File: src/shared/sdg_map.svh
`ifndef SDG_MAP_SVH
`define SDG_MAP_SVH

// Register indices; the byte address is four times the index
`define SDG_IDX_GAIN_DIV      8'h34
`define SDG_IDX_EXIT_THR      8'h35
`define SDG_IDX_CONTROL       8'h36
`define SDG_IDX_STATUS        8'h37
`define SDG_IDX_EFF_GAIN      8'h38

// Reset values
`define SDG_RST_GAIN_DIV      8'h00
`define SDG_RST_EXIT_THR      8'hFF
`define SDG_RST_CONTROL       8'h00

// Gain divider field positions
`define SDG_KI_SEL_MSB        6
`define SDG_KI_SEL_LSB        4
`define SDG_KP_SEL_MSB        2
`define SDG_KP_SEL_LSB        0

// Control field positions
`define SDG_CTL_SRC_BIT       0
`define SDG_CTL_LVL_MSB       7
`define SDG_CTL_LVL_LSB       4

// Divider select codes, named by divisor
`define SDG_DIV32             3'h0
`define SDG_DIV64             3'h1
`define SDG_DIV128            3'h2
`define SDG_DIV256            3'h3
`define SDG_DIV512            3'h4
`define SDG_DIV16             3'h5
`define SDG_DIV1              3'h6

// Gain widths: raw gain and fractional bits of the scaled result
`define SDG_RAW_W             7
`define SDG_FRAC_W            9
`define SDG_EFF_W             16

// Exit threshold scale: one code step is 2 Hz, measured over half a second
`define SDG_HZ_PER_CODE       2
`define SDG_CLK_HZ            20000000
`define SDG_WINDOW_CYCLES     (`SDG_CLK_HZ / `SDG_HZ_PER_CODE)
`define SDG_WIN_W             24

// Microstep level limits
`define SDG_LVL_MAX           4'h8
`define SDG_STEP_W            11
`define SDG_MEAS_W            9

`endif

File: src/shared/sdg_pkg.sv
`include "sdg_map.svh"

package sdg_pkg;

    // Measurement window phases
    typedef enum logic {
        WIN_COUNT,
        WIN_DECIDE
    } sdg_win_t;

    // Whole state of the configuration block
    typedef struct packed {
        logic [7:0]                gainDiv;
        logic [7:0]                exitThr;
        logic                      resFromReg;
        logic [3:0]                regLevel;
        sdg_win_t                  win;
        logic [`SDG_WIN_W-1:0]     winCnt;
        logic [`SDG_STEP_W-1:0]    stepCnt;
        logic [`SDG_MEAS_W-1:0]    cycCnt;
        logic [`SDG_MEAS_W-1:0]    measured;
        logic                      stepPrev;
        logic                      silentActive;
        logic [3:0]                levelOut;
        logic [31:0]               prdata;
        logic                      pslverr;
    } sdg_state_t;

    // State of one gain scaler
    typedef struct packed {
        logic [`SDG_EFF_W-1:0] eff;
    } sdg_scale_state_t;

endpackage : sdg_pkg

File: src/shared/sdg_gain_if.sv
`timescale 1ns/1ps
`include "sdg_map.svh"

// Carries one raw gain and its divider select to a scaler, and the result back
interface sdg_gain_if;
    logic [`SDG_RAW_W-1:0] raw;   // Raw gain
    logic [2:0]            sel;   // Divider select code
    logic [`SDG_EFF_W-1:0] eff;   // Scaled gain, fixed point

    modport ctrl   (output raw, output sel, input eff);
    modport scaler (input raw, input sel, output eff);
endinterface : sdg_gain_if

File: src/hdl/sdg_gain_scaler.sv
`timescale 1ns/1ps
`include "sdg_map.svh"

module sdg_gain_scaler (
    input  wire logic            clk_sys,   // System clock
    input  wire logic            resetn,    // Async reset, active low
    sdg_gain_if.scaler           gain       // Raw gain in, scaled gain out
);
    import sdg_pkg::*;

    sdg_scale_state_t state;
    sdg_scale_state_t next_state;

    ////////////////////////////////////////////////////////////////////////
    // Shift amount per divider code; 111 has no meaning, kept undivided
    function automatic logic [3:0] shiftOf(input logic [2:0] sel);
        case (sel)
            `SDG_DIV32:  shiftOf = 4'h5;   // RULE1 RULE3
            `SDG_DIV64:  shiftOf = 4'h6;   // RULE1 RULE3
            `SDG_DIV128: shiftOf = 4'h7;   // RULE1 RULE3
            `SDG_DIV256: shiftOf = 4'h8;   // RULE2 RULE3
            `SDG_DIV512: shiftOf = 4'h9;   // RULE1 RULE3
            `SDG_DIV16:  shiftOf = 4'h4;   // RULE2 RULE3
            `SDG_DIV1:   shiftOf = 4'h0;   // RULE1 RULE3
            default:     shiftOf = 4'h0;
        endcase
    endfunction : shiftOf

    ////////////////////////////////////////////////////////////////////////
    // Raw gain gets fraction bits appended so small quotients are not lost
    always_comb begin
        logic [`SDG_EFF_W-1:0] wide;
        wide = {gain.raw, {`SDG_FRAC_W{1'b0}}};
        next_state.eff = wide >> shiftOf(gain.sel);   // RULE11
    end

    // Result register
    always_ff @(posedge clk_sys or negedge resetn) begin
        if (!resetn) begin
            state <= '0;
        end else begin
            state <= next_state;
        end
    end

    assign gain.eff = state.eff;

endmodule : sdg_gain_scaler

File: src/hdl/sdg_top.sv
// The APB interface to the registers was decided locally.
`timescale 1ns/1ps
`include "sdg_map.svh"
//
// Overview of operation
// RULE1: Integral gain divided by code at bits 6-4: /32,/64,/128,/512, undivided.
// RULE2: Integral code 011 divides by 256, 101 by 16; 111 unspecified.
// RULE3: Proportional gain divided per 3-bit code: /32 to /512, /16, undivided.
// RULE4: Above the 8-bit frequency threshold, leave silent decay for general decay.
// RULE5: Threshold code is 2 Hz per count, 255 meaning 510 Hz.
// RULE6: Host never writes threshold zero.
// RULE7: Gain divider register resets to 00h.
// RULE8: Exit threshold register resets to FFh.
// RULE9: Host drives a square wave on step at the microstep rate.
// RULE10: Microstep level comes from pins or register field, applied to indexer.
// RULE11: Dividers are right shifts by 4 to 9, or none.

module sdg_top #(
    parameter int WINDOW_CYCLES = `SDG_WINDOW_CYCLES   // Half-second gate
) (
    input  wire logic                  clk_sys,             // System clock 20 MHz
    input  wire logic                  resetn,              // Async reset, active low
    input  wire logic                  psel,                // APB select
    input  wire logic                  penable,             // APB enable
    input  wire logic                  pwrite,              // APB write
    input  wire logic [11:0]           paddr,               // APB byte address
    input  wire logic [31:0]           pwdata,              // APB write data
    output logic      [31:0]           prdata,              // APB read data
    output logic                       pready,              // APB ready
    output logic                       pslverr,             // APB error
    input  wire logic [`SDG_RAW_W-1:0] rawIntegralGain,     // Raw integral gain
    input  wire logic [`SDG_RAW_W-1:0] rawProportionalGain, // Raw proportional gain
    input  wire logic                  silentEnable,        // Silent decay enabled
    input  wire logic [2:0]            generalDecay,        // General decay setting
    input  wire logic                  stepIn,              // Step pulse input
    input  wire logic                  resolutionPinLow,    // Mode pin, low bit
    input  wire logic                  resolutionPinHigh,   // Mode pin, high bit
    output logic      [`SDG_EFF_W-1:0] effIntegralGain,     // Scaled integral gain
    output logic      [`SDG_EFF_W-1:0] effProportionalGain, // Scaled proportional gain
    output logic                       silentDecayActive,   // Silent decay in use
    output logic      [2:0]            appliedDecay,        // Decay when not silent
    output logic      [3:0]            microstepLevel       // Log2 microsteps per step
);
    import sdg_pkg::*;

    localparam logic [`SDG_WIN_W-1:0] WIN_LAST = `SDG_WIN_W'(WINDOW_CYCLES - 1);

    sdg_state_t state;
    sdg_state_t next_state;

    sdg_gain_if kiBus ();
    sdg_gain_if kpBus ();

    ////////////////////////////////////////////////////////////////////////
    // Word index decode; low two address bits must be zero
    function automatic logic [7:0] indexOf(input logic [11:0] addr);
        indexOf = addr[9:2];
    endfunction : indexOf

    // Pin code to level: full, half, quarter, sixteenth
    function automatic logic [3:0] pinLevel(input logic hi, input logic lo);
        case ({hi, lo})
            2'h0:    pinLevel = 4'h0;
            2'h1:    pinLevel = 4'h1;
            2'h2:    pinLevel = 4'h2;
            default: pinLevel = 4'h4;
        endcase
    endfunction : pinLevel

    // Last step count of one electrical cycle: four full steps per sine period
    function automatic logic [`SDG_STEP_W-1:0] stepsLast(input logic [3:0] lvl);
        logic [3:0] l;
        l = (lvl > `SDG_LVL_MAX) ? `SDG_LVL_MAX : lvl;
        stepsLast = (`SDG_STEP_W'(4) << l) - `SDG_STEP_W'(1);
    endfunction : stepsLast

    ////////////////////////////////////////////////////////////////////////
    // Gain scalers, one per loop term
    assign kiBus.raw = rawIntegralGain;
    assign kiBus.sel = state.gainDiv[`SDG_KI_SEL_MSB:`SDG_KI_SEL_LSB];     // RULE1
    assign kpBus.raw = rawProportionalGain;
    assign kpBus.sel = state.gainDiv[`SDG_KP_SEL_MSB:`SDG_KP_SEL_LSB];     // RULE3

    sdg_gain_scaler uKi (
        .clk_sys (clk_sys),
        .resetn  (resetn),
        .gain    (kiBus)
    );

    sdg_gain_scaler uKp (
        .clk_sys (clk_sys),
        .resetn  (resetn),
        .gain    (kpBus)
    );

    ////////////////////////////////////////////////////////////////////////
    // Next-state logic: APB registers, level select, frequency gate
    always_comb begin
        logic        setup;
        logic        access;
        logic [7:0]  idx;
        logic        aligned;
        logic        stepRise;
        logic [3:0]  lvl;
        logic        cycDone;
        lvl      = 4'h0;
        cycDone  = 1'b0;
        setup    = psel && !penable;
        access   = psel && penable;
        idx      = indexOf(paddr);
        aligned  = (paddr[1:0] == 2'h0) && (paddr[11:10] == 2'h0);
        stepRise = stepIn && !state.stepPrev;
        next_state = state;

        // Level to the indexer, from pins or the register field
        lvl = state.resFromReg ? state.regLevel
                               : pinLevel(resolutionPinHigh, resolutionPinLow); // RULE10
        next_state.levelOut = lvl;                                              // RULE10

        // Read data and error are prepared in setup so they come from flops
        if (setup) begin
            next_state.prdata  = 32'h0000_0000;
            next_state.pslverr = 1'b0;
            if (!aligned) begin
                next_state.pslverr = 1'b1;
            end else begin
                case (idx)
                    `SDG_IDX_GAIN_DIV: next_state.prdata[7:0] = state.gainDiv;
                    `SDG_IDX_EXIT_THR: next_state.prdata[7:0] = state.exitThr;
                    `SDG_IDX_CONTROL: begin
                        next_state.prdata[`SDG_CTL_SRC_BIT] = state.resFromReg;
                        next_state.prdata[`SDG_CTL_LVL_MSB:`SDG_CTL_LVL_LSB] =
                            state.regLevel;
                    end
                    `SDG_IDX_STATUS: begin
                        next_state.prdata[0]     = state.silentActive;
                        next_state.prdata[7:4]   = state.levelOut;
                        next_state.prdata[16:8]  = state.measured;
                    end
                    `SDG_IDX_EFF_GAIN:
                        next_state.prdata = {kpBus.eff, kiBus.eff};
                    default: next_state.pslverr = 1'b1;
                endcase
            end
        end

        // Writes take effect at the access edge; reserved divider bits are stored, reserved control bits dropped
        if (access && pwrite && aligned) begin
            case (idx)
                `SDG_IDX_GAIN_DIV: next_state.gainDiv = pwdata[7:0];           // RULE1 RULE3
                `SDG_IDX_EXIT_THR: next_state.exitThr = pwdata[7:0];           // RULE4
                `SDG_IDX_CONTROL: begin
                    next_state.resFromReg = pwdata[`SDG_CTL_SRC_BIT];          // RULE10
                    next_state.regLevel   = pwdata[`SDG_CTL_LVL_MSB:`SDG_CTL_LVL_LSB];
                end
                default: ;
            endcase
        end

        // Count step edges into electrical cycles of the coil current
        next_state.stepPrev = stepIn;
        if (stepRise) begin
            if (state.stepCnt >= stepsLast(lvl)) begin
                next_state.stepCnt = '0;
                cycDone            = 1'b1;
                if (state.cycCnt != {`SDG_MEAS_W{1'b1}}) begin
                    next_state.cycCnt = state.cycCnt + `SDG_MEAS_W'(1);
                end
            end else begin
                next_state.stepCnt = state.stepCnt + `SDG_STEP_W'(1);
            end
        end

        // Half-second gate: cycles counted equal frequency in 2 Hz codes
        case (state.win)
            WIN_COUNT: begin
                if (state.winCnt >= WIN_LAST) begin
                    next_state.winCnt = '0;
                    next_state.win    = WIN_DECIDE;
                end else begin
                    next_state.winCnt = state.winCnt + `SDG_WIN_W'(1);
                end
            end
            WIN_DECIDE: begin
                // Gate closes: publish and restart; a step edge here is kept
                next_state.measured = state.cycCnt;                            // RULE5
                next_state.cycCnt   = {{(`SDG_MEAS_W-1){1'b0}}, cycDone};
                next_state.win      = WIN_COUNT;
                next_state.winCnt   = `SDG_WIN_W'(1);
            end
            default: begin
                next_state.win    = WIN_COUNT;
                next_state.winCnt = '0;
            end
        endcase

        // Silent decay only while enabled and at or below the exit frequency
        next_state.silentActive = silentEnable &&
            (state.measured <= {1'b0, state.exitThr});                          // RULE4
    end

    ////////////////////////////////////////////////////////////////////////
    // State register with documented reset values
    always_ff @(posedge clk_sys or negedge resetn) begin
        if (!resetn) begin
            state            <= '0;
            state.gainDiv    <= `SDG_RST_GAIN_DIV;                              // RULE7
            state.exitThr    <= `SDG_RST_EXIT_THR;                              // RULE8
            state.win        <= WIN_COUNT;
        end else begin
            state <= next_state;
        end
    end

    ////////////////////////////////////////////////////////////////////////
    // Outputs; zero-wait slave, so ready is simply high
    assign pready              = 1'b1;
    assign prdata              = state.prdata;
    assign pslverr             = state.pslverr;
    assign effIntegralGain     = kiBus.eff;
    assign effProportionalGain = kpBus.eff;
    assign silentDecayActive   = state.silentActive;
    assign appliedDecay        = generalDecay;
    assign microstepLevel      = state.levelOut;

endmodule : sdg_top

File: config.mk
export PLATFORM = sky130hd
export DESIGN_NAME = sdg_top
export DESIGN_NICKNAME = d
export VERILOG_FILES = /design/src/shared/sdg_pkg.sv /design/src/shared/sdg_gain_if.sv /design/src/hdl/sdg_gain_scaler.sv /design/src/hdl/sdg_top.sv
export VERILOG_INCLUDE_DIRS = /design/src /design/src/shared
export SDC_FILE = /design/constraint.sdc
export NUM_CORES = 1
export LEC_CHECK = 0
export ABC_AREA = 1
export BUFFER_PORTS_ARGS = -buffer_cell sky130_fd_sc_hd__buf_2
export CAP_MARGIN = 20
export CORE_MARGIN = 2
export CORE_UTILIZATION = 55
export DETAILED_ROUTE_END_ITERATION = 8
export PLACE_DENSITY = 0.78
export SLEW_MARGIN = 30
export SYNTH_ARGS = -nofsm -noshare
export SYNTH_HDL_FRONTEND = slang
export SYNTH_SLANG_ARGS = --single-unit
File: constraint.sdc
create_clock -name clk_sys -period 5.1 [get_ports clk_sys]
set_input_delay 0.255 -clock clk_sys [delete_from_list [all_inputs] [get_ports clk_sys]]
set_output_delay 0.255 -clock clk_sys [all_outputs]
set_load 0.01 [all_outputs]
**After elaboration in Yosys (flattened, before gate mapping)**

Index checks and enable logic that the tools add are counted.

- Bits in registers: 146
- Output and inout bits: 74
- Logic and storage cells: 91

- Add/subtract/negate cells: 4
- Order comparisons: 4
- Eq/ne operators: 18
- Shift-type cells: 3
- Mux-type cells: 23
- Bitwise logic cells: 1
- Reductions and logical operators: 22

Operators with widths:

| operator | count |
|---|---|
| $pmux 25 s2 | 1 |
| $pmux 4 s6 | 2 |
| $eq 8x6->1 const B | 5 |
| $mux 32 | 1 |
| $shr 16x4->16 | 2 |
| $mux 9 | 3 |
| $add 24x1->24 const B | 1 |
| $ge 24x24->1 const B | 1 |
| $mux 24 | 1 |
| $pmux 4 s5 | 1 |
| $mux 18 | 1 |
| $pmux 3 s3 | 2 |
| $pmux 9 s2 | 1 |
| $mux 15 | 1 |
| $eq 3x2->1 const B | 4 |
| $eq 3x3->1 const B | 4 |
| $add 11x1->11 const B | 1 |
| $ge 11x11->1 | 1 |
| $mux 11 | 1 |
| $shl 3x4->11 const A | 1 |
| $sub 11x2->11 const B | 1 |
| $add 9x1->9 const B | 1 |
| $le 9x8->1 | 1 |
| $ne 9x9->1 const B | 1 |
| 16 further kinds | 36 |

**Longest topological paths before layout**

Gate-level depths: netlist of run 1.

- Depth in word-level cells: 11
- Gate-level depth with buffers: 20
- Mapped depth without buffers: 20

**Modules after synthesis**

From an unflattened synthesis of run 1, not the netlist that was laid out.

- Cells, all modules: 1071
- Area, all modules: 8401.8 µm²

Modules (own cells, without submodules):

| module | times used | cells each | area each (µm²) |
|---|---|---|---|
| sdg_top | 1 | 843 | 6627.6 |
| sdg_gain_scaler | 2 | 114 | 887.1 |

**Worst setup path after synthesis of run 1**

Ideal clock, no wire load.

- Path kind: register to register
- Start point: reg state[97] (netlist bit)
- End point: reg state[49] (netlist bit)
- Setup time: 0.119 ns
- Arrival: 2.587 ns
- Data required time: 4.981 ns
- Path slack: 2.394 ns
- Stages on the path, launching flop included: 18
- Path buffers: 1
- Path through: dfrtp_1 > buf_2 > a22oi_1 > nand2_1 > nor2_1 > nand2_1 > ha_1 > nand3b_1 > nand2_1 > ha_1 > nand2_1 > nand2_1 > a21oi_1 > nand2_1 > nor2_1 > nand2_1 > nand4_1 > nand2_1

- Cells in the longest elaborated chain, start to end: 8

RTL lines:

| item | line | RTL |
|---|---|---|
| start, declared | sdg_top.sv:48 | `sdg_state_t state;` |
| start signal, assigned | sdg_top.sv:211 | `state <= next_state;` |
| $mux 4 * | sdg_top.sv:116 | `lvl = state.resFromReg ? state.regLevel` |
| $gt 4x4->1 (no source line) | n/a |  |
| $mux 4 * | sdg_top.sv:73 | `` l = (lvl > `SDG_LVL_MAX) ? `SDG_LVL_MAX : lvl; `` |
| $shl 3x4->11 (no source line) * | n/a |  |
| $sub 11x2->11 * | sdg_top.sv:74 | `` stepsLast = (`SDG_STEP_W'(4) << l) - `SDG_STEP_W'(1); `` |
| $ge 11x11->1 * | sdg_top.sv:163 | `if (state.stepCnt >= stepsLast(lvl)) begin` |
| $reduce_bool 2->1 (no source line) * | n/a |  |
| $reduce_and 3->1 (no source line) * | n/a |  |

Every way passes the cells marked *; elsewhere a longest branch is shown, timed or not.
A chain may end at the register's enable or synchronous reset.

**Worst setup path in the final report of run 1**

- Start point: reg state[97] (netlist bit)
- End point: reg state[55] (netlist bit)

Same word-level chain as after synthesis.

==> results.txt, run 1 <==
WL final: 18600 um
Sw Share: 0.257
Peak VDD IR: 0.262 mV
Largest net degree at the start of global routing: 89
Share of the synthesized area in the top cell type: 0.425
Antenna viol nets, final: 0
Main synth FF type: dfrtp_1
Crit-path slowest cell: dfrtp_1
Vias post-DR: 6874
Pint: 2.14 mW
Final Cycle Share: 0.630
Outcome: finished clean
# Post-CTS Setup Buffers: 0
Die area: 15800 um2
Area growth syn-to-layout: 12.4%
Initial antenna violation count: 0
Hold Fails Final Rpt: 0
Die span in x: 126 um
Post-synth top cells: 276 x nand2_1, 138 x dfrtp_1, 110 x inv_1
Most common cell in the netlist: nand2_1
Mux share of post-synthesis cell area: 0
Data arrival, critical path: 3.53 ns
Port bufs: 112
Fmax: 311 MHz
Post-synthesis compound-gate area fraction: 0.0857
P per Cell Area: 314 nW/um2
Drt wl/cell: 14.3 um
Worst hold-check path type: in2reg
Worst slack, placed: 1.95 ns
Initial DRC Count: 627
Total grt overflow: 0
Relative slew slack: 0.466
Root Buffer Master: clkbuf_16
Psw: 0.738 mW
Non-Filler Instances: 1297
Critical path peak fanout: 8
Die Height: 126 um
Longest Clk Path Bufs: 2
Max stage delay on crit path: 0.50 ns
Vias in the first global route: 6498
DRC errors left: 0
Layout Nets: 1192
Fillers: 1245
Global-route wire length before repair: 30800 um
Syn Inst Count: 1028
Post-Syn Area per Cell: 7.91 um2
Yosys warnings: 0
Final RePlAce weighted congestion: 0.890
Flop pwr share: 0.437
Worst Skew: 0.00812 ns
Library cells used by synthesis: 40
Insertion delay to the later sink of the worst-skew pair: 0.43 ns
Worst-Margin Slew: 0.801 ns
Synthesis-stage register bit count: 146
Vias per std cell: 5.30
Post-synthesis sequential area ratio: 0.450
Post-synth EDFFs: 0
Final worst slack: 1.88 ns
Mapped Area: 8130 um2
Post-CTS sizing: 0
Max Slew Vio Count: 0
Clk pwr share: 0.463
Total track usage: 0.241
Layout cells sized above 1: 0.176
Cell mode on critical path: nand2_1
TNS Setup: 0 ns
Worst EP required: 5.41 ns
Synth Area in Adders: 0.0338
Number of detailed-route iterations in the first pass: 5
CTS tree: yes
Final Setup Violations: 0
Max-cap violations: 0
Row count: 44
Cts hold-fix bufs: 2
Post-synthesis simple-gate area fraction: 0.300
CP Class: reg2reg
Static leakage: 4.81 nW
Crit path cell chain: nor2_1 -> a22oi_1 -> nand2_1 -> nor2_1 -> nand2_1 -> ha_1 -> nand3b_1 -> nand2_1 -> ha_1 -> nand2_1 -> nand2_1 -> a21oi_1 -> nand2_1 -> nor2_1 -> nand2_1 -> nand4_1 -> nand2_1
Post-Synth XOR/XNOR Area: 0.0205
Area leader, netlist: dfrtp_1
H-tree lvl count: 4
Min cycle time layout: 3.22 ns
CP Capture Type: flop
I/O Pins: 144
TritonCTS Buffers: 17
CTS sink cnt: 146
Core footprint: 14500 um2
Tot Pwr: 2.87 mW
Logic gate share of total power: 0.100
Dpl cells: 1262
FFs w/ async S/R, synth: 1.00
Main combinational cell family by area after synthesis: simple AND/OR/NAND/NOR gates
Clock transition at path regs: 0.06 ns
Initial core utilization: 0.562
Post-DP HPWL: 13000 um
RSZ-0062 raised after global routing: no
Top cells by area, synth: dfrtp_1 42%, nand2_1 13%, nand3_1 5.7%, inv_1 5.1%, nor2_1 4.9%
Antenna Diode Count: 0
CP startpoint kind: flop
-- metrics by stage --
stage / hold slack, ns / cell area, um2 / utilization
2_1_floorplan: -0.0406 / 8140 / -
3_3_place_gp: 0.350 / 8480 / 0.586
3_5_place_dp: 0.354 / 8480 / 0.586
4_1_cts: 0.0979 / 9130 / 0.630
5_1_grt: 0.108 / 9140 / 0.632
6_report: 0.112 / 9140 / 0.632
-- placed cells by master, fill, tap and decap left out, drive strengths merged --
master       count
nor2           113
a21boi           1
o21ai           70
buf            115
a31o             1
clkbuf          20
conb             2
xnor2            3
bufinv           4
nand2          283
nor3            23
or2              2
nor3b            2
inv            114
dlygate4sd3      2
o2111ai          2
clkinv           2
dfrtp          138
nor4             1
nand3           95
o22ai            5
a21oi           15
dfstp            8
a22oi            4
clkinvlp         5
xor2            16
nand4           27
nand3b           3
a22o            15
ha              22
-- kinds of logic after synthesis --
family,count (synthesis)
simple gates,549
buf+inv,178
flops,146
compound gates,113
fa+ha+maj,22
xor+xnor,19
other cells,1
-- worst max-delay path, delay by kind of cell, from the launching register on --
kind	cells	cell delay, ns
AOI/OAI and AO/OA	2	0.46
DFF	1	0.50
adders and majority gates	2	0.53
and+or+nand+nor	13	1.62
-- final cells by class --
cell class / instances / area (um2) / share of cell area
Tap cell: 184 / 230 / 0.0252
Sequential cell: 146 / 3660 / 0.401
Clock inverter: 12 / 180 / 0.0197
Inverter: 113 / 424 / 0.0464
Timing Repair Buffer: 117 / 617 / 0.0675
Multi-Input combinational cell: 705 / 3580 / 0.392
Clock buffer: 20 / 447 / 0.0489
-- routing by layer --
metal	vias to the layer above	routed length (um)	part of all wire	global-route usage
met2	207	8620	0.46	0.374
li1	3445	-	-	-
met5	-	0	0	0
met3	28	845	0.046	0.0548
met1	3194	8730	0.47	0.339
met4	0	364	0.020	0.0765
-- state kept, by name (all words and copies together), names as in the netlist, 3 cells and up --
signal and count:
kiBus.sel 3, kpBus.sel 3, microstepLevel 4, prdata 32, state 70, uKi.gain.eff 16
uKp.gain.eff 16
-- power groups by stage --
stage	Sequential [mW]	Clock, mW	Combinational, mW
3_3_place_gp	1.27	0	0.273
3_5_place_dp	1.27	0	0.282
4_1_cts	1.26	1.35	0.288
2_1_floorplan	1.26	0	0.192
5_1_grt	1.26	1.39	0.334
6_report	1.26	1.33	0.287
-- path summary, 6_finish.rpt --
check                          start    endpoint  slack (ns)  depth (start not counted)
max                        state[97]   state[55]        1.88                         17
min                        pwdata[3]  state[109]        0.11                          3
max reg2reg                state[97]   state[55]        1.88                         17
min reg2reg                prdata[6]   prdata[6]        0.47                          2
max in group asynchronous     resetn   state[87]        3.39                          3
min in group asynchronous     resetn   state[77]        0.44                          2
No activity file was read; power rests on OpenSTA's default activity.
==> inputs of run 2 (changes only) <==
--- a/config.mk
+++ b/config.mk
@@ -10,9 +10,9 @@
 export BUFFER_PORTS_ARGS = -buffer_cell sky130_fd_sc_hd__buf_2
 export CAP_MARGIN = 20
 export CORE_MARGIN = 2
-export CORE_UTILIZATION = 55
+export CORE_UTILIZATION = 51
 export DETAILED_ROUTE_END_ITERATION = 8
-export PLACE_DENSITY = 0.78
+export PLACE_DENSITY = 0.76
 export SLEW_MARGIN = 30
 export SYNTH_ARGS = -nofsm -noshare
 export SYNTH_HDL_FRONTEND = slang
==> constraint.sdc (replaced) <==
create_clock -name clk_sys -period 2.6 [get_ports clk_sys]
set_input_delay 0.13 -clock clk_sys [delete_from_list [all_inputs] [get_ports clk_sys]]
set_output_delay 0.13 -clock clk_sys [all_outputs]
set_load 0.01 [all_outputs]
==> run 2 against run 1 <==
Effect of this change:
- the run now ends with setup timing left
- global-route usage down 1.1 points
- hold slack worse by 0.095 ns
- core utilization down 2.2 points
- worst setup slack worse by 2.0 ns
- cell count up 4.7%
- clock-buffer cell count down 3
- routed wire length up 3.7%
- sequential power up 96%
- first-iteration DRC count down 11%
- total power up 99%
- critical endpoint is now state[52]
- highest routed layer unchanged
==> results.txt, run 2 (same netlist as run 1, synthesis figures left out) <==
Final RePlAce weighted congestion: 0.911
Max stage delay on crit path: 0.47 ns
Final Setup Violations: 18
Vias post-DR: 7077
Initial core utilization: 0.518
Reg2reg setup slack: -0.14 ns
Largest net degree at the start of global routing: 73
Critical path peak fanout: 6
Layout Nets: 1221
Cell mode on critical path: nand2_1
Static leakage: 4.98 nW
Drt wl/cell: 14.2 um
Initial antenna violation count: 0
TritonCTS Buffers: 17
Row count: 46
Final worst slack: -0.142 ns
Total grt overflow: 0
Post-DP HPWL: 13700 um
Failing checks: setup timing
Core footprint: 15700 um2
Max reg flops: 70
CP Capture Type: flop
Antenna Diode Count: 0
Worst hold-check path type: in2reg
Die Height: 130 um
CTS tree: yes
Vias in the first global route: 6442
Relative slew slack: 0.544
Hold Fails Final Rpt: 0
WL final: 19200 um
I/O Pins: 144
Crit path cell chain: a22oi_2 -> nand2_1 -> nor2_1 -> nand2_1 -> ha_2 -> xor2_1 -> ha_1 -> nand2_1 -> nor2_2 -> nand3_2 -> nand4_1 -> nand3_2 -> buf_6 -> nand3_1 -> nand2_1
Global-route wire length before repair: 30700 um
Fmax: 365 MHz
Max-cap violations: 0
CP Class: reg2reg
Met1 Wirelength: 8670 um
Data arrival, critical path: 3.06 ns
Root Buffer Master: clkbuf_16
Most common cell after layout, fill and taps aside: nand2_1
DRC errors left: 0
RSZ-0062 raised after global routing: yes
Number of detailed-route iterations in the first pass: 5
Initial DRC Count: 556
Insertion delay to the later sink of the worst-skew pair: 0.43 ns
Largest Register: state
Crit-path slowest cell: dfrtp_2
CP startpoint kind: flop
Layout cells sized above 1: 0.221
Routed wl met2: 9260 um
Commonest non-fill, non-tap cells in the layout: 270 x nand2_1, 137 x dfrtp_1, 111 x buf_2
CTS sink cnt: 146
Worst-Margin Slew: 0.684 ns
Peak VDD IR: 0.506 mV
Clock transition at path regs: 0.07 ns
Worst Skew: 0.0104 ns
Port bufs: 112
Met3 wire length: 1030 um
Vias per std cell: 5.21
Total track usage: 0.230
Min cycle time layout: 2.74 ns
Final core occ: 0.610
Max Slew Vio Count: 0
Tot Pwr: 5.73 mW
Worst EP required: 2.92 ns
Longest Clk Path Bufs: 2
Top Metal Used: met4
Die area: 17000 um2
P per Cell Area: 598 nW/um2
Antenna viol nets, final: 0
Outcome: finished with violations
Area growth syn-to-layout: 17.8%
Final Cycle Share: 1.05
Die span in x: 130 um
H-tree lvl count: 4
==> run 2: worst max-delay path, delay by kind of cell, from the launching register on <==
family / cells / cell delay (ns)
xor+xnor: 1 / 0.16
flops: 1 / 0.47
buf+inv: 1 / 0.17
fa+ha+maj: 2 / 0.51
simple gates: 10 / 1.04
compound gates: 1 / 0.26
==> run 2: stage by stage <==
step	std cells	setup TNS [ns]	instance area, um2	worst slack, ns	hold slack [ns]
5_1_grt	1358	-5.10	9580	-0.308	0.0354
3_3_place_gp	1312	-0.366	8680	-0.0507	0.188
4_1_cts	1357	0	9460	0.000265	0.0103
3_5_place_dp	1312	-1.21	8680	-0.113	0.185
2_1_floorplan	1029	0	8140	0.0514	-0.166
6_report	1358	-1.53	9580	-0.142	0.0164
==> run 2: layout make-up <==
cell class	instances	area, um2
fillers	1356	6130
multi-input cells	705	3730
flip-flops and latches	146	3660
repair buffers	146	876
clock buffers	17	425
inverters	113	424
well taps	216	270
clock inverters	15	186
==> run 2: final timing paths <==
check,from,to,cells past startpoint
setup / recovery,state[97],state[52],15
hold reg to reg,prdata[5],prdata[5],2
hold / removal,pwdata[0],kpBus.sel[0],3
setup reg to reg,state[97],state[52],15
min in group asynchronous,resetn,prdata[26],2
max in group asynchronous,resetn,state[87],3
==> run 2: layer usage <==
| metal | global-route usage | vias to the layer above |
|---|---|---|
| met2 | 0.372 | 211 |
| met4 | 0.0658 | 0 |
| met5 | 0 | - |
| li1 | - | 3500 |
| met1 | 0.312 | 3343 |
| met3 | 0.0533 | 23 |
==> run 2: power breakdown <==
group | total, mW | internal [mW] | switching (mW)
clock network | 2.54 | 1.47 | 1.08
logic | 0.722 | 0.289 | 0.432
registers | 2.47 | 2.36 | 0.111
==> run 2: timing repair <==
action	CTS	global route
hold buffers	12	0
endpoints found under the hold margin	76	0
endpoints found under the setup margin	19	20
pin swaps	2	17
buffers inserted	1	1
resized for setup	12	32
